**src/hw/ssi_pkg.sv**
```systemverilog
// shared constants and state types for the sensor two-wire target port
`default_nettype none
package ssi_pkg;
  localparam int SYS_CLK_HZ = 100_000_000;
  localparam int US_CYCLES = SYS_CLK_HZ / 1_000_000;
  localparam int I2C_FAST_HZ = 400_000;
  localparam int I2C_SLOW_HZ = 100_000;
  // least SCL period, rounded up to whole cycles
  localparam int FAST_CYC = (SYS_CLK_HZ + I2C_FAST_HZ - 1) / I2C_FAST_HZ;
  localparam int SLOW_CYC = (SYS_CLK_HZ + I2C_SLOW_HZ - 1) / I2C_SLOW_HZ;
  localparam int STARTUP_US = 10_000;
  localparam int PRESS_W = 14;
  localparam int TEMP_W = 11;
  localparam int PERIOD_W = 18;
  localparam logic [1:0] STATUS_VALID = 2'h0;
  localparam logic [1:0] STATUS_STALE = 2'h2;

  typedef enum logic [5:0] {
    ST_IDLE = 6'h01,
    ST_ADDR = 6'h02,
    ST_AACK = 6'h04,
    ST_TX = 6'h08,
    ST_MACK = 6'h10,
    ST_IGN = 6'h20
  } ssi_state_t;

  typedef struct packed {
    ssi_state_t st;
    logic [3:0] cnt;
    logic [7:0] sh;
    logic [7:0] tx;
    logic [1:0] bidx;
    logic rw;
    logic acked;
    logic oe;
    logic fail;
    logic clk_seen;
    logic [PRESS_W-1:0] press;
    logic [TEMP_W-1:0] temp;
    logic stale;
    logic irq;
    logic meas;
    logic [6:0] us_div;
    logic [PERIOD_W-1:0] us_cnt;
    logic [13:0] boot_cnt;
    logic booted;
    logic [9:0] spd_cnt;
    logic overspeed;
    logic cfg_ld;
    logic [6:0] addr;
    logic i2c_sel;
    logic sleep;
    logic slow;
    logic [PERIOD_W-1:0] period;
  } ssi_regs_t;

  localparam ssi_regs_t REGS_RST = '{st: ST_IDLE, stale: 1'b1, default: '0};
endpackage : ssi_pkg
`default_nettype wire

```
**src/hw/ssi_pin_sync.sv**
```systemverilog
// two-flop synchronisers with edge detect for the bus pins
`default_nettype none
module ssi_pin_sync #(
  parameter int N = 2
) (
  // clock and reset
  input wire logic clock,
  input wire logic rst,
  // raw pins
  input wire logic [N-1:0] din,
  // synchronised level and edges
  output logic [N-1:0] lvl,
  output logic [N-1:0] rise,
  output logic [N-1:0] fall
);
  logic [N-1:0] meta_r;
  logic [N-1:0] sync_r;
  logic [N-1:0] prev_r;

  // pins idle high on a pulled-up bus
  always_ff @(posedge clock or posedge rst) begin
    if (rst) begin
      meta_r <= '1;
      sync_r <= '1;
      prev_r <= '1;
    end else begin
      meta_r <= din;
      sync_r <= meta_r;
      prev_r <= sync_r;
    end
  end

  assign lvl = sync_r;
  assign rise = sync_r & ~prev_r;
  assign fall = ~sync_r & prev_r;
endmodule : ssi_pin_sync
`default_nettype wire

```
**src/hw/ssi_top.sv**
```systemverilog
// two-wire target port, mode control and output data of the pressure sensor
`default_nettype none
module ssi_top #(
  parameter int STARTUP_TIME_US = ssi_pkg::STARTUP_US
) (
  // clock and reset
  input wire logic clock,
  input wire logic rst,
  // bus pins, data is open drain
  input wire logic scl_in,
  input wire logic sda_in,
  output logic sda_out,
  output logic sda_oe,
  output logic int_out,
  // locked configuration
  input wire logic [6:0] cfg_addr,
  input wire logic cfg_i2c_sel,
  input wire logic cfg_sleep_mode,
  input wire logic cfg_slow_clk,
  input wire logic [ssi_pkg::PERIOD_W-1:0] cfg_update_us,
  // measurement pipeline
  output logic meas_start,
  input wire logic res_valid,
  input wire logic [ssi_pkg::PRESS_W-1:0] res_press,
  input wire logic [ssi_pkg::TEMP_W-1:0] res_temp,
  // status
  output logic booted,
  output logic data_stale,
  output logic bus_overspeed
);
  import ssi_pkg::*;

  ssi_regs_t r;
  ssi_regs_t n;
  logic [1:0] lvl;
  logic [1:0] rise;
  logic [1:0] fall;
  logic scl_s;
  logic sda_s;
  logic scl_rise;
  logic scl_fall;
  logic start_ev;
  logic stop_ev;
  logic tick;
  logic en;
  logic [7:0] nb;

  // pins come from another domain, two flops before use
  ssi_pin_sync #(.N(2)) u_sync (
    .clock(clock),
    .rst(rst),
    .din({scl_in, sda_in}),
    .lvl(lvl),
    .rise(rise),
    .fall(fall)
  );

  assign scl_s = lvl[1];
  assign sda_s = lvl[0];
  assign scl_rise = rise[1];
  assign scl_fall = fall[1];
  assign start_ev = fall[0] & scl_s;
  assign stop_ev = rise[0] & scl_s;

  function automatic logic [7:0] tx_byte(input logic [1:0] idx, input ssi_regs_t s);
    case (idx)
      2'h0: tx_byte = {(s.stale ? STATUS_STALE : STATUS_VALID), s.press[13:8]};
      2'h1: tx_byte = s.press[7:0];
      2'h2: tx_byte = s.temp[10:3];
      default: tx_byte = {s.temp[2:0], 5'h00};
    endcase
  endfunction : tx_byte

  always_comb begin
    n = r;
    n.meas = 1'b0;
    nb = 8'h00;
    tick = (r.us_div == 7'(US_CYCLES - 1));
    n.us_div = tick ? 7'h00 : 7'(r.us_div + 7'h01);
    // configuration caught once after reset, never again
    if (!r.cfg_ld) begin
      n.cfg_ld = 1'b1;
      n.addr = cfg_addr;
      n.i2c_sel = cfg_i2c_sel;
      n.sleep = cfg_sleep_mode;
      n.slow = cfg_slow_clk;
      n.period = cfg_update_us;
    end
    // first conversion after the start-up interval, in both modes
    if (!r.booted && tick) begin
      if (r.boot_cnt == 14'(STARTUP_TIME_US - 1)) begin
        n.booted = 1'b1;
        n.meas = 1'b1;
      end else begin
        n.boot_cnt = 14'(r.boot_cnt + 14'h0001);
      end
    end
    if (r.booted && !r.sleep && tick) begin
      if (18'(r.us_cnt + 18'h0_0001) >= r.period) begin
        n.us_cnt = '0;
        n.meas = 1'b1;
      end else begin
        n.us_cnt = 18'(r.us_cnt + 18'h0_0001);
      end
    end
    // scl period check; slow core clock caps the bus at the lower rate
    if (r.spd_cnt != 10'h3FF) begin
      n.spd_cnt = 10'(r.spd_cnt + 10'h001);
    end
    if (scl_rise) begin
      if (r.clk_seen && r.spd_cnt < (r.slow ? 10'(SLOW_CYC) : 10'(FAST_CYC))) begin
        n.overspeed = 1'b1;
      end
      n.spd_cnt = '0;
      n.clk_seen = 1'b1;
    end
    // spi role of the pins is handled elsewhere; target stays silent then
    en = r.i2c_sel && r.booted;
    case (r.st)
      ST_ADDR: begin
        if (scl_rise) begin
          n.sh = {r.sh[6:0], sda_s};
          n.cnt = 4'(r.cnt + 4'h1);
        end else if (scl_fall && r.cnt == 4'h8) begin
          if (en && r.sh[7:1] == r.addr) begin
            n.rw = r.sh[0];
            n.oe = 1'b1;
            n.st = ST_AACK;
          end else begin
            n.st = ST_IGN;
          end
        end
      end
      ST_AACK: begin
        if (scl_fall) begin
          n.cnt = 4'h0;
          if (r.rw) begin
            nb = tx_byte(2'h0, r);
            n.tx = nb;
            n.oe = ~nb[7];
            n.bidx = 2'h1;
            n.st = ST_TX;
          end else begin
            // measurement request only starts a conversion in sleep mode
            n.oe = 1'b0;
            n.meas = n.meas | r.sleep;
            n.st = ST_IGN;
          end
        end
      end
      ST_TX: begin
        if (scl_rise) begin
          n.cnt = 4'(r.cnt + 4'h1);
        end else if (scl_fall) begin
          if (r.cnt == 4'h8) begin
            n.oe = 1'b0;
            n.st = ST_MACK;
          end else begin
            n.tx = {r.tx[6:0], 1'b0};
            n.oe = ~r.tx[6];
          end
        end
      end
      ST_MACK: begin
        if (scl_rise) begin
          n.acked = ~sda_s;
          if (r.bidx == 2'h1) begin
            n.stale = 1'b1;
            n.irq = 1'b0;
          end
        end else if (scl_fall) begin
          if (r.acked) begin
            nb = tx_byte(r.bidx, r);
            n.tx = nb;
            n.oe = ~nb[7];
            n.bidx = (r.bidx == 2'h3) ? 2'h3 : 2'(r.bidx + 2'h1);
            n.cnt = 4'h0;
            n.st = ST_TX;
          end else begin
            n.st = ST_IGN;
          end
        end
      end
      default: ;
    endcase
    // a start that comes before the stop of its frame lands here as a restart
    if (start_ev) begin
      n.cnt = 4'h0;
      n.sh = 8'h00;
      n.clk_seen = 1'b0;
      n.oe = 1'b0;
      if (r.st != ST_IDLE) begin
        n.st = ST_IGN;
      end else if (r.fail) begin
        n.st = ST_IGN;
        n.fail = 1'b0;
      end else begin
        n.st = ST_ADDR;
      end
    end else if (stop_ev) begin
      if (!r.clk_seen && r.st != ST_IDLE) begin
        n.fail = 1'b1;
      end
      n.oe = 1'b0;
      n.st = ST_IDLE;
    end
    // a new result wins over a read that marks stale in the same cycle
    if (res_valid) begin
      n.press = res_press;
      n.temp = res_temp;
      n.stale = 1'b0;
      n.irq = r.i2c_sel;
    end
  end

  always_ff @(posedge clock or posedge rst) begin
    if (rst) begin
      r <= REGS_RST;
    end else begin
      r <= n;
    end
  end

  assign sda_out = 1'b0;
  assign sda_oe = r.oe;
  assign int_out = r.irq;
  assign meas_start = r.meas;
  assign booted = r.booted;
  assign data_stale = r.stale;
  assign bus_overspeed = r.overspeed;

  // recovery frame lands far beyond a delay range, so a flag tracks it
  logic rec_wait_r;
  always_ff @(posedge clock or posedge rst) begin
    if (rst) begin
      rec_wait_r <= 1'b0;
    end else if (start_ev && r.fail && r.st == ST_IDLE) begin
      rec_wait_r <= 1'b1;
    end else if (r.st == ST_AACK) begin
      rec_wait_r <= 1'b0;
    end
  end
endmodule : ssi_top
`default_nettype wire

```
**config.mk**
```make
export PLATFORM = sky130hd
export DESIGN_NAME = ssi_top
export DESIGN_NICKNAME = d
export VERILOG_FILES = /design/src/hw/ssi_pkg.sv /design/src/hw/ssi_pin_sync.sv /design/src/hw/ssi_top.sv
export SDC_FILE = /design/constraint.sdc
export NUM_CORES = 1
export LEC_CHECK = 0
export BUFFER_PORTS_ARGS = -buffer_cell sky130_fd_sc_hd__buf_2
export CORE_MARGIN = 4
export CORE_UTILIZATION = 35
export CTS_CLUSTER_SIZE = 12
export DETAILED_ROUTE_END_ITERATION = 6
export GPL_TIMING_DRIVEN = 0
export SLEW_MARGIN = 20
export SYNTH_ARGS = -nofsm -noshare
export SYNTH_HDL_FRONTEND = slang
export SYNTH_SLANG_ARGS = --single-unit
export TNS_END_PERCENT = 10
```
**constraint.sdc**
```tcl
create_clock -name clock -period 7.9 [get_ports clock]
set_input_delay 0 -clock clock [delete_from_list [all_inputs] [get_ports clock]]
set_output_delay 0 -clock clock [all_outputs]
set_load 0.01 [all_outputs]
```
== After elaboration in Yosys (flattened, before gate mapping) ==
Cells that the tools add are included.

* Flip-flop bits (word level): 146
* Input bits: 58
* Output and inout bits: 7
* Logic and storage cells: 202

* Add/sub/neg operators: 6
* $lt $le $gt $ge: 2
* Equality and inequality tests: 38
* Multiplexer cells: 76
* Bitwise operators: 13
* Reduce and logical (&&, ||, !) cells: 37

{| class="wikitable"
|+ Operators with widths
! cell !! number
|-
| 6-bit two-way mux || 12
|-
| 8-bit two-way mux || 8
|-
| 10-bit two-way mux || 5
|-
| 9-bit two-way mux || 5
|-
| 4-bit != test (second input constant) || 10
|-
| 10-bit case mux with 4 select lines || 1
|-
| 7-bit two-way mux || 4
|-
| 12-bit two-way mux || 2
|-
| 8-bit case mux with 3 select lines || 1
|-
| 1-bit two-way mux || 23
|-
| 7-bit case mux with 3 select lines || 1
|-
| 18-bit by 1-bit adder with 18-bit output (second input constant) || 1
|-
| 18-bit >= comparator || 1
|-
| 18-bit two-way mux || 1
|-
| 2-bit != test (second input constant) || 9
|-
| 3-bit != test (second input constant) || 6
|-
| 9-bit AND reduction || 2
|-
| 2-bit nonzero test || 9
|-
| 2-bit two-way mux || 8
|-
| 14-bit by 1-bit adder with 14-bit output (second input constant) || 1
|-
| 14-bit == test (second input constant) || 1
|-
| 11-bit two-way mux || 1
|-
| 10-bit by 1-bit adder with 10-bit output (second input constant) || 1
|-
| 10-bit less-than comparator || 1
|-
| 34 further kinds || 58
|}

== Longest topological paths before layout ==
* Depth after elaboration: 13
* Gate-level depth with buffers: 14

== By module ==
From an unflattened synthesis, not the netlist that was laid out.

* Cells, all modules: 699
* Area, all modules: 7449.6 µm²

{| class="wikitable"
|+ By module, submodules not included
! module !! times used !! cells an instance !! area each (µm²)
|-
| ssi_top || 1 || 688 || 7253.2
|-
| ssi_pin_sync || 1 || 11 || 196.4
|}

== Worst setup path after synthesis ==
Ideal clock, no wire load.

* Path kind: reg-to-reg
* Start point: register r[55] in the netlist's numbering
* End point: register r[60] in the netlist's numbering
* Setup time: 84 ps
* Arrival: 3213 ps
* Required time: 7816 ps
* Setup slack: 4603 ps
* Stages on the path, launching flop included: 15
* Path buffers: 2
* Cells stage by stage: dfrtp_1 -> and3_1 -> nand3_1 -> or3_1 -> clkbuf_1 -> or2_2 -> nand2_1 -> nand2_1 -> ha_1 -> a21o_1 -> a21o_1 -> a221oi_1 -> clkbuf_1 -> a31oi_1 -> o22ai_1

* Longest elaborated chain between the ends: 3

{| class="wikitable"
|+ Ends and longest elaborated chain
! item !! RTL line !! text
|-
| start: declaration || ssi_top.sv:33 || <nowiki>ssi_regs_t r;</nowiki>
|-
| start signal: assignment || ssi_top.sv:220 || <nowiki>r <= n;</nowiki>
|-
| 18-bit by 1-bit adder with 18-bit output (*) || ssi_top.sv:99, ssi_top.sv:103 ||
|-
| 18-bit >= comparator || ssi_top.sv:99 || <nowiki>if (18'(r.us_cnt + 18'h0_0001) >= r.period) begin</nowiki>
|-
| 18-bit two-way mux (*) || ssi_top.sv:99 ||
|}

Mark *: on every way between the ends. The rest lies on a longest branch, timed or not.
A chain may end at the register's enable or synchronous reset.

== Worst setup path after layout ==
* Start point: register r[55] in the netlist's numbering
* End point: register r[63] in the netlist's numbering

Same word-level chain as after synthesis.

==> results.json <==
{
  "power.internal_mw": 1.425,
  "cts_root_buf": "clkbuf_16",
  "clock_power_share_pct": 47.1,
  "synth_xor_xnor_area_share_pct": 5.471,
  "vdd_drop_max_uv": 106.9,
  "period_share_pct": 50.00,
  "ys_warn_count": 0,
  "grt_max_degree": 95,
  "numPortBuffers": 62,
  "syn2layout_area_growth_pct": 25.01,
  "drtIter0Drc": 298,
  "finalHoldViolations": 0,
  "cts_setup_buffers": 0,
  "viasPerCell": 5.077,
  "nets": 933,
  "path_delay_family": "compound AO/OA/AOI/OAI gates",
  "cp-start-kind": "flip-flop",
  "grt_usage_pct": 14.44,
  "maxCapViolCount": 0,
  "drc": 0,
  "h-tree-depth": 4,
  "core.rowCount": 53,
  "synth_area_per_cell_um2": 10.60,
  "insertion_delay_ns": 0.42,
  "clockBufferDepth": 2,
  "critPathKind": "flip-flop to flip-flop",
  "seq_area_frac_synth_pct": 48.69,
  "synth.area.top_cells": "dfrtp_1, mux2_2, ha_1",
  "io_pins": 65,
  "cp_max_fo": 10,
  "synth.most_common_cell": "dfrtp_1",
  "firstDrtPassIters": 4,
  "core-area_um2": 21090,
  "ys_seq_elements": 146,
  "gp_congestion": 0.8579,
  "power.switching_mw": 0.4141,
  "antenna_left": 0,
  "leakagePower_nw": 4.236,
  "slew_violations": 0,
  "die_h_um": 154.6,
  "power_density_nw_per_um2": 195.5,
  "drive_gt1_share_pct": 21.95,
  "crit_path_max_incr_delay_ns": 0.60,
  "swShare_pct": 22.51,
  "synth_area_leader_cell": "dfrtp_1",
  "path_cells": "and3_1, nand3_1, or3_1, clkbuf_1, or2_2, nand2_1, nand2_1, ha_1, a21o_1, a21o_1, a221oi_1, clkbuf_1, a31oi_1, o22ai_1",
  "synthMuxAreaShare_pct": 10.29,
  "grt_antenna_before_repair": 0,
  "status": "complete, no violations",
  "cp.required_ns": 8.22,
  "synth_ff_type": "dfrtp_1",
  "grt_pass1_vias": 5813,
  "seqPwrFrac_pct": 44.7,
  "synth-async-reset-ratio_pct": 100.0,
  "wirelength_um": 16570,
  "start_util_pct": 35.68,
  "synth-edff-count": 0,
  "clock_skew_ns": 0.01071,
  "drt-wirelength-per-cell_um": 14.59,
  "period_minus_slack_ns": 3.950,
  "dieArea_um2": 23910,
  "synth_top_area_share_pct": 45.89,
  "synth_top_family_by_area": "simple AND/OR/NAND/NOR gates",
  "whs_ns": 0.1311,
  "synth_fp_nets": 795,
  "tightest_slew_ns": 0.7574,
  "slew_headroom_pct": 49.32,
  "r2r_slack_ns": 3.95,
  "die_x_um": 154.6,
  "synthAdderAreaFrac_pct": 4.490,
  "slowest_stage": "a221oi_1",
  "synthTopCellsByCount": "dfrtp_1, nand2_1, mux2_2, nand3_1, inv_1",
  "synth-simple-area-share_pct": 16.79,
  "grt_overflow": 0,
  "vias": 5767,
  "max_freq_mhz": 253.1,
  "cts_tree": "yes",
  "numCtsBuffers": 17,
  "crit_buf_inv": 2,
  "grt_pass1_wl_um": 28380,
  "finalSetupTns_ns": 0,
  "synth-compound-area-share_pct": 10.43,
  "postSynthCellCount": 710,
  "synth_cell_types": 69,
  "syn_area_um2": 7525,
  "clock-sinks": 146,
  "rsz0062_at_grt": "no",
  "setup_violations": 0,
  "pwr-share-comb_pct": 8.2,
  "critPathCaptureType": "flip-flop",
  "arrival_ns": 4.27,
  "hp-class": "primary input to async pin",
  "hpwl_um": 11460,
  "p_total_mw": 1.839,
  "clk_pin_slew_ns": 0.06,
  "n_antenna_cell": 0
}
layout by cell type (no fill, tap or decap), types with 24 or more instances in the layout:
cell / n
nor2_1: 40
buf_2: 67
dfrtp_1: 138
xor2_1: 24
nand3_1: 42
o21ai_0: 32
nand2_1: 71
ha_1: 27
inv_1: 40
dlygate4sd3_1: 56
mux2_2: 63
logic make-up (layout without fill, tap and decap cells):
family | after synthesis | count (layout)
other | 2 | 2
and+or+nand+nor | 237 | 237
buffers and inverters | 66 | 217
DFF | 146 | 146
AOI/OAI and AO/OA | 118 | 118
muxes | 67 | 67
adders and majority gates | 27 | 27
xor gates and xnor gates | 47 | 47
per-stage QoR:
stage	setup WS, ns	cell area, um^2	cells	util, %
after global routing	3.632	9407	1136	44.61
after global placement	2.112	8179	1047	38.79
final	3.950	9407	1136	44.61
after CTS	3.939	9407	1136	44.61
after floorplan	3.990	7525	710	-
after detailed placement	3.975	8214	1048	38.95
final timing paths:
| check | cells after the start | end | startpoint |
|---|---|---|---|
| setup / recovery | 14 | r[63]$_DFFE_PP0P_ | r[55]$_DFFE_PP0P_ |
| hold / removal | 3 | r[105]$_DFFE_PP0P_ | rst |
| setup reg to reg | 14 | r[63]$_DFFE_PP0P_ | r[55]$_DFFE_PP0P_ |
| hold reg to reg | 0 | u_sync.lvl[0]$_DFF_PP1_ | u_sync.meta_r[0]$_DFF_PP1_ |
| max in group asynchronous | 4 | r[79]$_DFF_PP0_ | rst |
| min in group clock | 2 | r[105]$_DFFE_PP0P_ | res_valid |
state kept, by name, indices dropped and copies added, names as in the netlist:
signal         cells
booted             1
u_sync.meta_r      2
bus_overspeed      1
int_out            1
data_stale         1
u_sync.lvl         2
sda_oe             1
u_sync.prev_r      2
meas_start         1
r                134
worst reg2reg max path, stage by stage (launching register included):
cell and delay [ns]:
dfrtp_1 0.43, and3_1 0.21, nand3_1 0.18, or3_1 0.40, clkbuf_1 0.17, or2_2 0.32, nand2_1 0.07, nand2_1 0.06
ha_1 0.29, a21o_1 0.16, a21o_1 0.17, a221oi_1 0.60, clkbuf_1 0.47, a31oi_1 0.14, o22ai_1 0.18
cell type report:
type / count / area [um^2]
plain buffers: 25 / 127.6
clock inverters: 9 / 153.9
repair buffers: 119 / 898.4
clock buffers: 23 / 478.0
fillers: 1996 / 11680
inverters: 41 / 161.4
well taps: 275 / 344.1
flip-flops and latches: 146 / 3664
multi-input cells: 498 / 3580
per-layer routing:
layer	up-vias	wire (um)	GRT usage [%]
met1	2819	7941	19.24
met5	-	0	0
met3	22	630	2.938
li1	2803	-	-
met2	123	7773	23.67
met4	0	227	4.668
what timing repair did:
action / 4_1_cts / 5_1_grt
hold endpoints to repair: 107 / 0
hold buffers: 56 / 0
gates resized for setup: 0 / 0
power by group through the flow:
stage / Sequential (mW) / Combinational (mW) / Clock, mW
2_1_floorplan: 0.826 / 0.0930 / 0
3_3_place_gp: 0.835 / 0.127 / 0
3_5_place_dp: 0.836 / 0.132 / 0
4_1_cts: 0.823 / 0.154 / 0.884
5_1_grt: 0.828 / 0.171 / 0.921
6_report: 0.823 / 0.151 / 0.866
Note: power is estimated with default switching activity, not from simulation.
